[src/pkg/pic_pkg.sv]
// Purpose: constants for the prioritized interrupt controller
// Assumes: 50 MHz core clock, AXI4-Lite register access
// Notes: vector numbers, register offsets and field positions
package pic_pkg;
   // ------------------------------------------------------------
   // vectors
   // ------------------------------------------------------------
   localparam int PIC_NSRC = 18;
   localparam logic [7:0] PIC_VEC_NMI = 8'h07;
   // source order is the default order, smaller vector first
   localparam logic [7:0] PIC_VEC_TAB [PIC_NSRC] = '{
      8'h24, 8'h25, 8'h26, 8'h28, 8'h29, 8'h2A,
      8'h34, 8'h35, 8'h36, 8'h37, 8'h38, 8'h39, 8'h3A, 8'h3B,
      8'h3C, 8'h00, 8'h00, 8'h00};
   localparam int PIC_NUSED = 15;
   // priority-bit group per source, index into priority_reg_second
   localparam int PIC_GRP_TAB [PIC_NSRC] = '{
      7, 7, 7, 6, 6, 6, 3, 3, 3, 3, 2, 2, 2, 2, 1, 0, 0, 0};
   localparam int PIC_ADDR_W = 16;
   localparam int PIC_NORM_SHIFT = 1;
   localparam int PIC_ADV_SHIFT = 2;
   // ------------------------------------------------------------
   // register map
   // ------------------------------------------------------------
   localparam logic [7:0] PIC_OFS_SYSCTL = 8'h00;
   localparam logic [7:0] PIC_OFS_FLAGS = 8'h04;
   localparam logic [7:0] PIC_OFS_PRIO = 8'h08;
   localparam logic [7:0] PIC_OFS_ENABLE = 8'h0C;
   localparam logic [7:0] PIC_OFS_STATUS = 8'h10;
   localparam logic [7:0] PIC_OFS_PEND = 8'h14;
   // system control word bits
   localparam int PIC_SYS_SCHEME = 0;
   localparam int PIC_SYS_NMIEDGE = 1;
   localparam int PIC_SYS_ADVMODE = 2;
   // processor flags word bits
   localparam int PIC_FLG_MAIN = 0;
   localparam int PIC_FLG_USER = 1;
   localparam logic [2:0] PIC_SYS_RST = 3'h1;
   localparam logic [1:0] PIC_FLG_RST = 2'h1;
   localparam logic [7:0] PIC_PRIO_RST = 8'h00;
   localparam logic [31:0] PIC_ENA_RST = 32'h00000000;
   localparam logic [1:0] PIC_RESP_OKAY = 2'h0;
   localparam logic [1:0] PIC_RESP_SLVERR = 2'h2;
endpackage : pic_pkg

[src/design/pic_top.sv]
// Purpose: prioritized interrupt controller in front of the core
// Assumes: requests are levels held by the sources until serviced
// Notes: core handshake is accept_valid / core_ack
//
// How it works
// RULE_01 - vector address is low 16 bits, 2 or 4
// RULE_02 - serial0 four requests, vectors 52-55, one bit
// RULE_03 - serial1 four requests, vectors 56-59, one bit
// RULE_04 - scheme 1: main mask alone governs masking
// RULE_05 - scheme 0: main and user mask together
// RULE_06 - nonmaskable accepted always outside reset
// RULE_07 - disabled request never reaches the selection
// RULE_08 - highest ranked wins, others stay pending
// RULE_09 - equal level ties broken by vector order
// RULE_10 - level 1 beats level 0 always
// RULE_11 - scheme 1: main mask 1 holds all maskable
// RULE_12 - scheme 0: level 0 masked by main mask
// RULE_13 - scheme 0: level 1 masked only both set
// RULE_14 - scheme 0: main mask 0 accepts any
// RULE_15 - core finishes current instruction before handling
// RULE_16 - core stacks counter and flags
// RULE_17 - scheme 1: main mask set after save
// RULE_18 - scheme 0: both masks set after save
// RULE_19 - vector address of accepted interrupt produced
// RULE_20 - default order smaller vector first after reset
// RULE_21 - nonmaskable vector 7, selectable pin edge
// RULE_22 - timer, converter vectors; reserved never raised
// RULE_23 - masked request held and re-evaluated each cycle
//
// The placing of the registers and the AXI4-Lite register port were left to the implementer.
`timescale 1ns/1ps
module pic_top
   import pic_pkg::*;
#(
   parameter int NSRC = PIC_NSRC
) (
   // clock and reset
   input wire logic aclk,
   input wire logic aresetn,
   // AXI4-Lite slave
   input wire logic [7:0] s_axi_awaddr,
   input wire logic s_axi_awvalid,
   output logic s_axi_awready,
   input wire logic [31:0] s_axi_wdata,
   input wire logic [3:0] s_axi_wstrb,
   input wire logic s_axi_wvalid,
   output logic s_axi_wready,
   output logic [1:0] s_axi_bresp,
   output logic s_axi_bvalid,
   input wire logic s_axi_bready,
   input wire logic [7:0] s_axi_araddr,
   input wire logic s_axi_arvalid,
   output logic s_axi_arready,
   output logic [31:0] s_axi_rdata,
   output logic [1:0] s_axi_rresp,
   output logic s_axi_rvalid,
   input wire logic s_axi_rready,
   // interrupt sources
   input wire logic nmi_pin,
   input wire logic [NSRC-1:0] src_req,
   // core side
   input wire logic core_insn_end,
   input wire logic core_ack,
   output logic accept_valid,
   output logic accept_nmi,
   output logic [7:0] accept_vector,
   output logic [15:0] accept_vec_addr,
   output logic [1:0] processor_flags_word
);
   // ------------------------------------------------------------
   // registers
   // ------------------------------------------------------------
   logic [2:0] system_control_word;
   logic [7:0] priority_reg_second;
   logic [NSRC-1:0] src_enable;
   logic nmi_pin_q;
   logic nmi_pend;
   logic wr_aw_held;
   logic wr_w_held;
   logic [7:0] wr_addr;
   logic [31:0] wr_data;

   wire mask_scheme_select = system_control_word[PIC_SYS_SCHEME];
   wire nonmaskable_edge_select = system_control_word[PIC_SYS_NMIEDGE];
   wire adv_mode = system_control_word[PIC_SYS_ADVMODE];
   wire main_mask = processor_flags_word[PIC_FLG_MAIN];
   wire user_mask_bit = processor_flags_word[PIC_FLG_USER];

   // ------------------------------------------------------------
   // request qualification and selection
   // ------------------------------------------------------------
   logic [NSRC-1:0] src_live;
   logic [NSRC-1:0] src_level;
   genvar gi;
   generate
      for (gi = 0; gi < NSRC; gi++) begin : g_src
         if (gi < PIC_NUSED) begin : g_used
            assign src_live[gi] = src_req[gi] & src_enable[gi]; // RULE_07
            assign src_level[gi] =
               priority_reg_second[PIC_GRP_TAB[gi]]; // RULE_02 RULE_03
         end else begin : g_rsv
            assign src_live[gi] = 1'b0; // RULE_22
            assign src_level[gi] = 1'b0;
         end
      end
   endgenerate

   wire [NSRC-1:0] live_hi = src_live & src_level;
   wire [NSRC-1:0] live_lo = src_live & ~src_level;

   // lowest index first gives the default vector order
   function automatic logic [NSRC:0] pic_pick(input logic [NSRC-1:0] v);
      logic [NSRC:0] r;
      r = '0;
      for (int i = NSRC - 1; i >= 0; i--) begin
         if (v[i]) begin
            r = {1'b1, NSRC'(i)};
         end
      end
      return r;
   endfunction : pic_pick

   wire [NSRC:0] pick_hi = pic_pick(live_hi); // RULE_09 RULE_20
   wire [NSRC:0] pick_lo = pic_pick(live_lo);
   wire hi_any = pick_hi[NSRC];
   wire lo_any = pick_lo[NSRC];
   wire [NSRC-1:0] win_idx = hi_any ? pick_hi[NSRC-1:0]
                                    : pick_lo[NSRC-1:0]; // RULE_10 RULE_08
   wire win_level = hi_any;
   wire win_any = hi_any | lo_any;

   // masking, both schemes
   wire hi_ok = mask_scheme_select ? ~main_mask // RULE_04 RULE_11
              : (~main_mask | ~user_mask_bit); // RULE_05 RULE_13 RULE_14
   wire lo_ok = ~main_mask; // RULE_12 RULE_11
   wire win_ok = win_any & (win_level ? hi_ok : lo_ok);
   // a level 0 winner that is masked must not hide an unmasked level 1
   wire take_ok = hi_any ? hi_ok : win_ok; // RULE_23

   wire [7:0] win_vec = PIC_VEC_TAB[win_idx[4:0]];

   // nonmaskable edge on the selected polarity
   wire nmi_edge = nonmaskable_edge_select ? (nmi_pin & ~nmi_pin_q)
                                           : (~nmi_pin & nmi_pin_q); // RULE_21

   // accept at instruction boundary only
   wire start_take = ~accept_valid & core_insn_end
                     & (nmi_pend | take_ok); // RULE_15 RULE_06
   wire take_nmi = nmi_pend;
   wire [7:0] next_vec = take_nmi ? PIC_VEC_NMI : win_vec; // RULE_19
   wire [15:0] next_vaddr = adv_mode
      ? 16'({8'h00, next_vec} << PIC_ADV_SHIFT)
      : 16'({8'h00, next_vec} << PIC_NORM_SHIFT); // RULE_01

   // ------------------------------------------------------------
   // AXI4-Lite decode
   // ------------------------------------------------------------
   wire aw_take = s_axi_awvalid & s_axi_awready;
   wire w_take = s_axi_wvalid & s_axi_wready;
   wire aw_have = wr_aw_held | aw_take;
   wire w_have = wr_w_held | w_take;
   wire [7:0] wa = wr_aw_held ? wr_addr : s_axi_awaddr;
   wire [31:0] wd = wr_w_held ? wr_data : s_axi_wdata;
   wire do_wr = aw_have & w_have & ~s_axi_bvalid;
   wire wr_sys = do_wr & (wa == PIC_OFS_SYSCTL) & s_axi_wstrb[0];
   wire wr_flg = do_wr & (wa == PIC_OFS_FLAGS) & s_axi_wstrb[0];
   wire wr_pri = do_wr & (wa == PIC_OFS_PRIO) & s_axi_wstrb[0];
   wire wr_ena = do_wr & (wa == PIC_OFS_ENABLE);
   wire wr_hit = (wa == PIC_OFS_SYSCTL) | (wa == PIC_OFS_FLAGS)
               | (wa == PIC_OFS_PRIO) | (wa == PIC_OFS_ENABLE);
   logic [31:0] ena_wide;
   always_comb begin
      ena_wide = 32'(src_enable);
      for (int b = 0; b < 4; b++) begin
         if (s_axi_wstrb[b]) begin
            ena_wide[b*8 +: 8] = wd[b*8 +: 8];
         end
      end
   end

   wire ar_take = s_axi_arvalid & s_axi_arready;
   wire [31:0] rd_status = {24'h000000, accept_vector};
   logic [31:0] rd_val;
   logic rd_hit;
   always_comb begin
      rd_hit = 1'b1;
      case (s_axi_araddr)
         PIC_OFS_SYSCTL: rd_val = 32'(system_control_word);
         PIC_OFS_FLAGS: rd_val = 32'(processor_flags_word);
         PIC_OFS_PRIO: rd_val = 32'(priority_reg_second);
         PIC_OFS_ENABLE: rd_val = 32'(src_enable);
         PIC_OFS_STATUS: rd_val = {rd_status[31:10], nmi_pend,
                                   accept_valid, rd_status[7:0]};
         PIC_OFS_PEND: rd_val = 32'(src_live);
         default: begin
            rd_val = 32'h00000000;
            rd_hit = 1'b0;
         end
      endcase
   end

   // mask update after context save, else software write
   logic [1:0] next_flags;
   always_comb begin
      next_flags = processor_flags_word;
      if (wr_flg) begin
         next_flags = wd[1:0];
      end
      if (accept_valid & core_ack) begin
         next_flags[PIC_FLG_MAIN] = 1'b1; // RULE_17 RULE_18
         if (!mask_scheme_select) begin
            next_flags[PIC_FLG_USER] = 1'b1; // RULE_18
         end
      end
   end

   // ------------------------------------------------------------
   // sequential
   // ------------------------------------------------------------
   always_ff @(posedge aclk) begin
      if (!aresetn) begin
         s_axi_awready <= 1'b1;
         s_axi_wready <= 1'b1;
         s_axi_bvalid <= 1'b0;
         s_axi_bresp <= PIC_RESP_OKAY;
         s_axi_arready <= 1'b1;
         s_axi_rvalid <= 1'b0;
         s_axi_rresp <= PIC_RESP_OKAY;
         s_axi_rdata <= 32'h00000000;
         wr_aw_held <= 1'b0;
         wr_w_held <= 1'b0;
         wr_addr <= 8'h00;
         wr_data <= 32'h00000000;
      end else begin
         if (do_wr) begin
            wr_aw_held <= 1'b0;
            wr_w_held <= 1'b0;
            s_axi_awready <= 1'b0;
            s_axi_wready <= 1'b0;
            s_axi_bvalid <= 1'b1;
            s_axi_bresp <= wr_hit ? PIC_RESP_OKAY : PIC_RESP_SLVERR;
         end else begin
            if (aw_take) begin
               wr_aw_held <= 1'b1;
               wr_addr <= s_axi_awaddr;
               s_axi_awready <= 1'b0;
            end
            if (w_take) begin
               wr_w_held <= 1'b1;
               wr_data <= s_axi_wdata;
               s_axi_wready <= 1'b0;
            end
         end
         if (s_axi_bvalid & s_axi_bready) begin
            s_axi_bvalid <= 1'b0;
            s_axi_awready <= 1'b1;
            s_axi_wready <= 1'b1;
         end
         if (ar_take) begin
            s_axi_arready <= 1'b0;
            s_axi_rvalid <= 1'b1;
            s_axi_rdata <= rd_val;
            s_axi_rresp <= rd_hit ? PIC_RESP_OKAY : PIC_RESP_SLVERR;
         end else if (s_axi_rvalid & s_axi_rready) begin
            s_axi_rvalid <= 1'b0;
            s_axi_arready <= 1'b1;
         end
      end
   end

   always_ff @(posedge aclk) begin
      if (!aresetn) begin
         system_control_word <= PIC_SYS_RST;
         processor_flags_word <= PIC_FLG_RST;
         priority_reg_second <= PIC_PRIO_RST; // RULE_20
         src_enable <= NSRC'(PIC_ENA_RST);
      end else begin
         if (wr_sys) begin
            system_control_word <= wd[2:0];
         end
         if (wr_pri) begin
            priority_reg_second <= wd[7:0];
         end
         if (wr_ena) begin
            src_enable <= ena_wide[NSRC-1:0];
         end
         processor_flags_word <= next_flags;
      end
   end

   // edge latch: a new edge wins over the clear of acceptance
   always_ff @(posedge aclk) begin
      if (!aresetn) begin
         // follow the pin in reset so release shows no false edge
         nmi_pin_q <= nmi_pin;
         nmi_pend <= 1'b0;
      end else begin
         nmi_pin_q <= nmi_pin;
         if (nmi_edge) begin
            nmi_pend <= 1'b1; // RULE_06 RULE_21
         end else if (accept_valid & core_ack & accept_nmi) begin
            nmi_pend <= 1'b0;
         end
      end
   end

   // accepted interrupt stands until the core stacks context
   always_ff @(posedge aclk) begin
      if (!aresetn) begin
         accept_valid <= 1'b0;
         accept_nmi <= 1'b0;
         accept_vector <= 8'h00;
         accept_vec_addr <= 16'h0000;
      end else if (start_take) begin
         accept_valid <= 1'b1;
         accept_nmi <= take_nmi;
         accept_vector <= next_vec; // RULE_19
         accept_vec_addr <= next_vaddr; // RULE_01
      end else if (core_ack) begin
         accept_valid <= 1'b0; // RULE_16
      end
   end
endmodule : pic_top

[config.mk]
export PLATFORM = sky130hd
export DESIGN_NAME = pic_top
export DESIGN_NICKNAME = d
export VERILOG_FILES = /design/src/pkg/pic_pkg.sv /design/src/design/pic_top.sv
export SDC_FILE = /design/constraint.sdc
export NUM_CORES = 1
export LEC_CHECK = 0
export ABC_AREA = 0
export BUFFER_PORTS_ARGS = -buffer_cell sky130_fd_sc_hd__buf_2
export CORE_MARGIN = 8
export CORE_UTILIZATION = 30
export CTS_BUF_LIST = sky130_fd_sc_hd__clkbuf_8 sky130_fd_sc_hd__clkbuf_16
export CTS_CLUSTER_DIAMETER = 60
export DETAILED_ROUTE_END_ITERATION = 6
export PLACE_DENSITY_LB_ADDON = 0.1
export SLEW_MARGIN = 20
export SYNTH_ARGS = -nofsm -noshare
export SYNTH_HDL_FRONTEND = slang
export SYNTH_SLANG_ARGS = --single-unit
[constraint.sdc]
create_clock -name aclk -period 3.9 [get_ports aclk]
set_input_delay 0 -clock aclk [delete_from_list [all_inputs] [get_ports aclk]]
set_output_delay 0 -clock aclk [all_outputs]
set_load 0.05 [all_outputs]
==> results.txt <==
maximum root-to-sink buffer count = 2
Worst Setup Path Type = flip-flop to flip-flop
DRC errors left = 0
CP arrival = 3.54 ns
max-slew violation count = 0
worst hold path type = input port to flip-flop
vias in the first global route = 5014
RSZ-0062 raised after global routing = false
# nets final = 840
Final HPWL DP = 13000 µm
max layer used = met4
Peak VDD IR = 0.241 mV
final period utilization = 0.838
die width = 149 µm
critical path required time = 4.17 ns
clk_lat worst skew = 0.35 ns
Seq pwr share = 0.474
Max transition margin = 0.384
top-area cell type share of the netlist area = 0.379
CP cell instances = and3_1, a211oi_2, nand4_2, and3_1, a211o_2, inv_2, ha_1, nor3_1, a211o_1, a311o_1, a21oi_1
first-pass GRT wire length = 27100 µm
gpl congestion = 0.823
Internal = 1.63 mW
sequential area share after synthesis = 0.379
syn_area_per_cell = 8.35 µm²
Site Rows = 48
CP top delay family = compound AO/OA/AOI/OAI gates
Clock power frac = 0.366
largest net degree at the start of global routing = 50
Async SR Flop Fraction = 0
fill count = 1827
Routed WL per cell = 17.4 µm
Power Density = 354 mW/mm²
Final setup viols = 0
worst r2r src = priority_reg_second[6]
Die H = 149 µm
Core Area = 0.0174 mm²
clock slew at reported path FFs = 0.07 ns
CP Buf/Inv Count = 1
Max FO, Critical Path = 15
CTS Root Buffer Type = clkbuf_16
vias per inst = 5.09
Overflow after GRT = 0
Post-DP Area = 0.00592 mm²
final antenna-violating net count = 0
routed wire length on met3 = 807 µm
Setup crit end kind = flip-flop
Resized Gates After CTS = 0
CP max-delay cell = dfxtp_1
Vias = 5004
Total Wirelength = 17100 µm
Initial Utilization = 0.307
Netlist cell types = 64
Hold Crit Start = s_axi_wstrb[2]
synthesized area = 0.00533 mm²
FF+latch count, synth = 101
leading area contributor after synthesis = dfxtp_1
Num CTS Buffers = 9
Port Buffers = 103
EDFF count, synth = 0
wl on met1 = 7730 µm
crit path time final = 3.27 ns
startpoint types = flip-flop
die area = 0.0223 mm²
Max stage delay on crit path = 0.48 ns
Area Overhead vs Synth = 22.6%
share of post-route cells with drive strength above 1 = 0.192
Util after Layout = 0.377
Comb pwr share = 0.159
metal2 WL = 8110 µm
Mapped Cells = 639
most frequent CP cell = and3_1
gr usage total = 0.154
Final Hold Vio Count = 0
antenna violations before repair = 0
Synth Warn # = 0
Worst-Margin Slew = 0.922 ns
# IOs = 149
design area = 0.00654 mm²
setup_tns = 0 ns
Antenna diodes = 0
clk_skew = 0.00915 ns
top post-synthesis cells by area = dfxtp_1 38%, mux2i_1 8.3%, nand2_1 5.6%
status = complete, no violations
final worst slack = 0.631 ns
Setup WS pre-CTS = 0.667 ns
H-tree depth = 3
Crit. Startpoint = priority_reg_second[6]
fmax = 306 MHz
maxcap violations = 0
clk sinks = 101
initial drt markers = 256
CTS tree = built
Main synth FF type = dfxtp_1
DR pass1 iterations = 5
Psw = 0.679 mW
Leak = 2.78 nW
switch share = 0.294
==> power by group through the flow <==
stage               combinational, mW  sequential [mW]  clock (mW)
floorplan                       0.221             1.15           0
global placement                0.336             1.12           0
detailed placement              0.340             1.12           0
CTS                             0.369             1.10       0.883
global route                    0.401             1.10       0.921
finish                          0.368             1.10       0.847
==> worst reg2reg max path, cell delays in order, from the launching register on <==
cell      delay (ns)
dfxtp_1         0.48
and3_1          0.29
a211oi_2        0.29
nand4_2         0.26
and3_1          0.26
a211o_2         0.34
inv_2           0.11
ha_1            0.23
nor3_1          0.09
a211o_1         0.34
a311o_1         0.37
a21oi_1         0.12
==> per-stage QoR <==
step	hold WS (ns)	power, mW	std cells
floorplan	0.0277	1.37	665
global placement	0.135	1.45	935
detailed placement	0.137	1.46	935
CTS	0.0190	2.35	984
global route	0.0647	2.42	984
finish	0.0348	2.31	984
==> placed cells by master, fill, tap and decap left out, drive strengths merged, types with 4 or more instances in the layout <==
master / Yosys / layout
a211o: 6 / 6
a211oi: 15 / 15
a21o: 17 / 17
a21oi: 47 / 47
a222oi: 4 / 4
a22o: 10 / 10
a22oi: 14 / 14
a31oi: 10 / 10
a32oi: 9 / 9
and2: 9 / 9
and3: 4 / 4
buf: 35 / 108
clkbuf: 28 / 10
conb: 1 / 27
dfxtp: 101 / 101
dlygate4sd3: 0 / 35
ha: 4 / 4
inv: 8 / 9
mux2: 8 / 8
mux2i: 44 / 44
nand2: 79 / 79
nand2b: 10 / 10
nand3: 17 / 17
nor2: 69 / 69
nor3: 11 / 11
nor3b: 5 / 5
o211ai: 5 / 5
o21ai: 24 / 24
o22ai: 6 / 6
==> worst paths after layout <==
kind	end	slack (ns)	cells past startpoint
max	accept_vector[3]	0.63	11
min	src_enable[16]	0.03	4
max reg2reg	accept_vector[3]	0.63	11
min reg2reg	accept_vec_addr[7]	0.45	2
==> Yosys cell counts, drive strengths merged (5+ instances only) <==
cell	count
a211o	6
a211oi	15
a21o	17
a21oi	47
a22o	10
a22oi	14
a31oi	10
a32oi	9
and2	9
buf	35
clkbuf	28
dfxtp	101
inv	8
mux2	8
mux2i	44
nand2	79
nand2b	10
nand3	17
nor2	69
nor3	11
nor3b	5
o211ai	5
o21ai	24
o22ai	6
==> routing by layer <==
metal | vias up | global-route usage
li1 | 2506 | -
met1 | 2342 | 0.188
met2 | 132 | 0.259
met3 | 24 | 0.0300
met4 | 0 | 0.0676
met5 | - | 0
==> cells by family (layout without fill, tap and decap cells) <==
family | Yosys count | after routing | share of synthesized area
compound gates | 190 | 190 | 0.252
xor+xnor | 1 | 1 | 0.00164
fa+ha+maj | 4 | 4 | 0.00939
buf+inv | 71 | 165 | 0.0732
flops | 101 | 101 | 0.379
mux | 52 | 52 | 0.0995
other cells | 1 | 27 | 0.000703
simple gates | 219 | 219 | 0.185
==> flip-flops by register name, summed over array words and instances, names as in the netlist, 2 cells and up <==
signal	cells
accept_vec_addr	7
accept_vector	6
processor_flags_word	2
wr_addr	8
priority_reg_second	8
system_control_word	3
s_axi_rdata	18
wr_data	18
src_enable	18
==> timing repair <==
item	4_1_cts	5_1_grt
hold buffers	35	0
endpoints found under the hold margin	41	0
setup buffers	0	0
==> layout make-up <==
| class | instances | area (µm²) | share of cell area |
|---|---|---|---|
| clock buffers | 10 | 239 | 0.0365 |
| clock inverters | 4 | 33.8 | 0.00517 |
| inverters | 8 | 30.0 | 0.00459 |
| multi-input cells | 493 | 3030 | 0.463 |
| flip-flops and latches | 101 | 2020 | 0.309 |
| well taps | 225 | 282 | 0.0430 |
| repair buffers | 143 | 903 | 0.138 |
No activity file was read; power rests on OpenSTA's default activity.
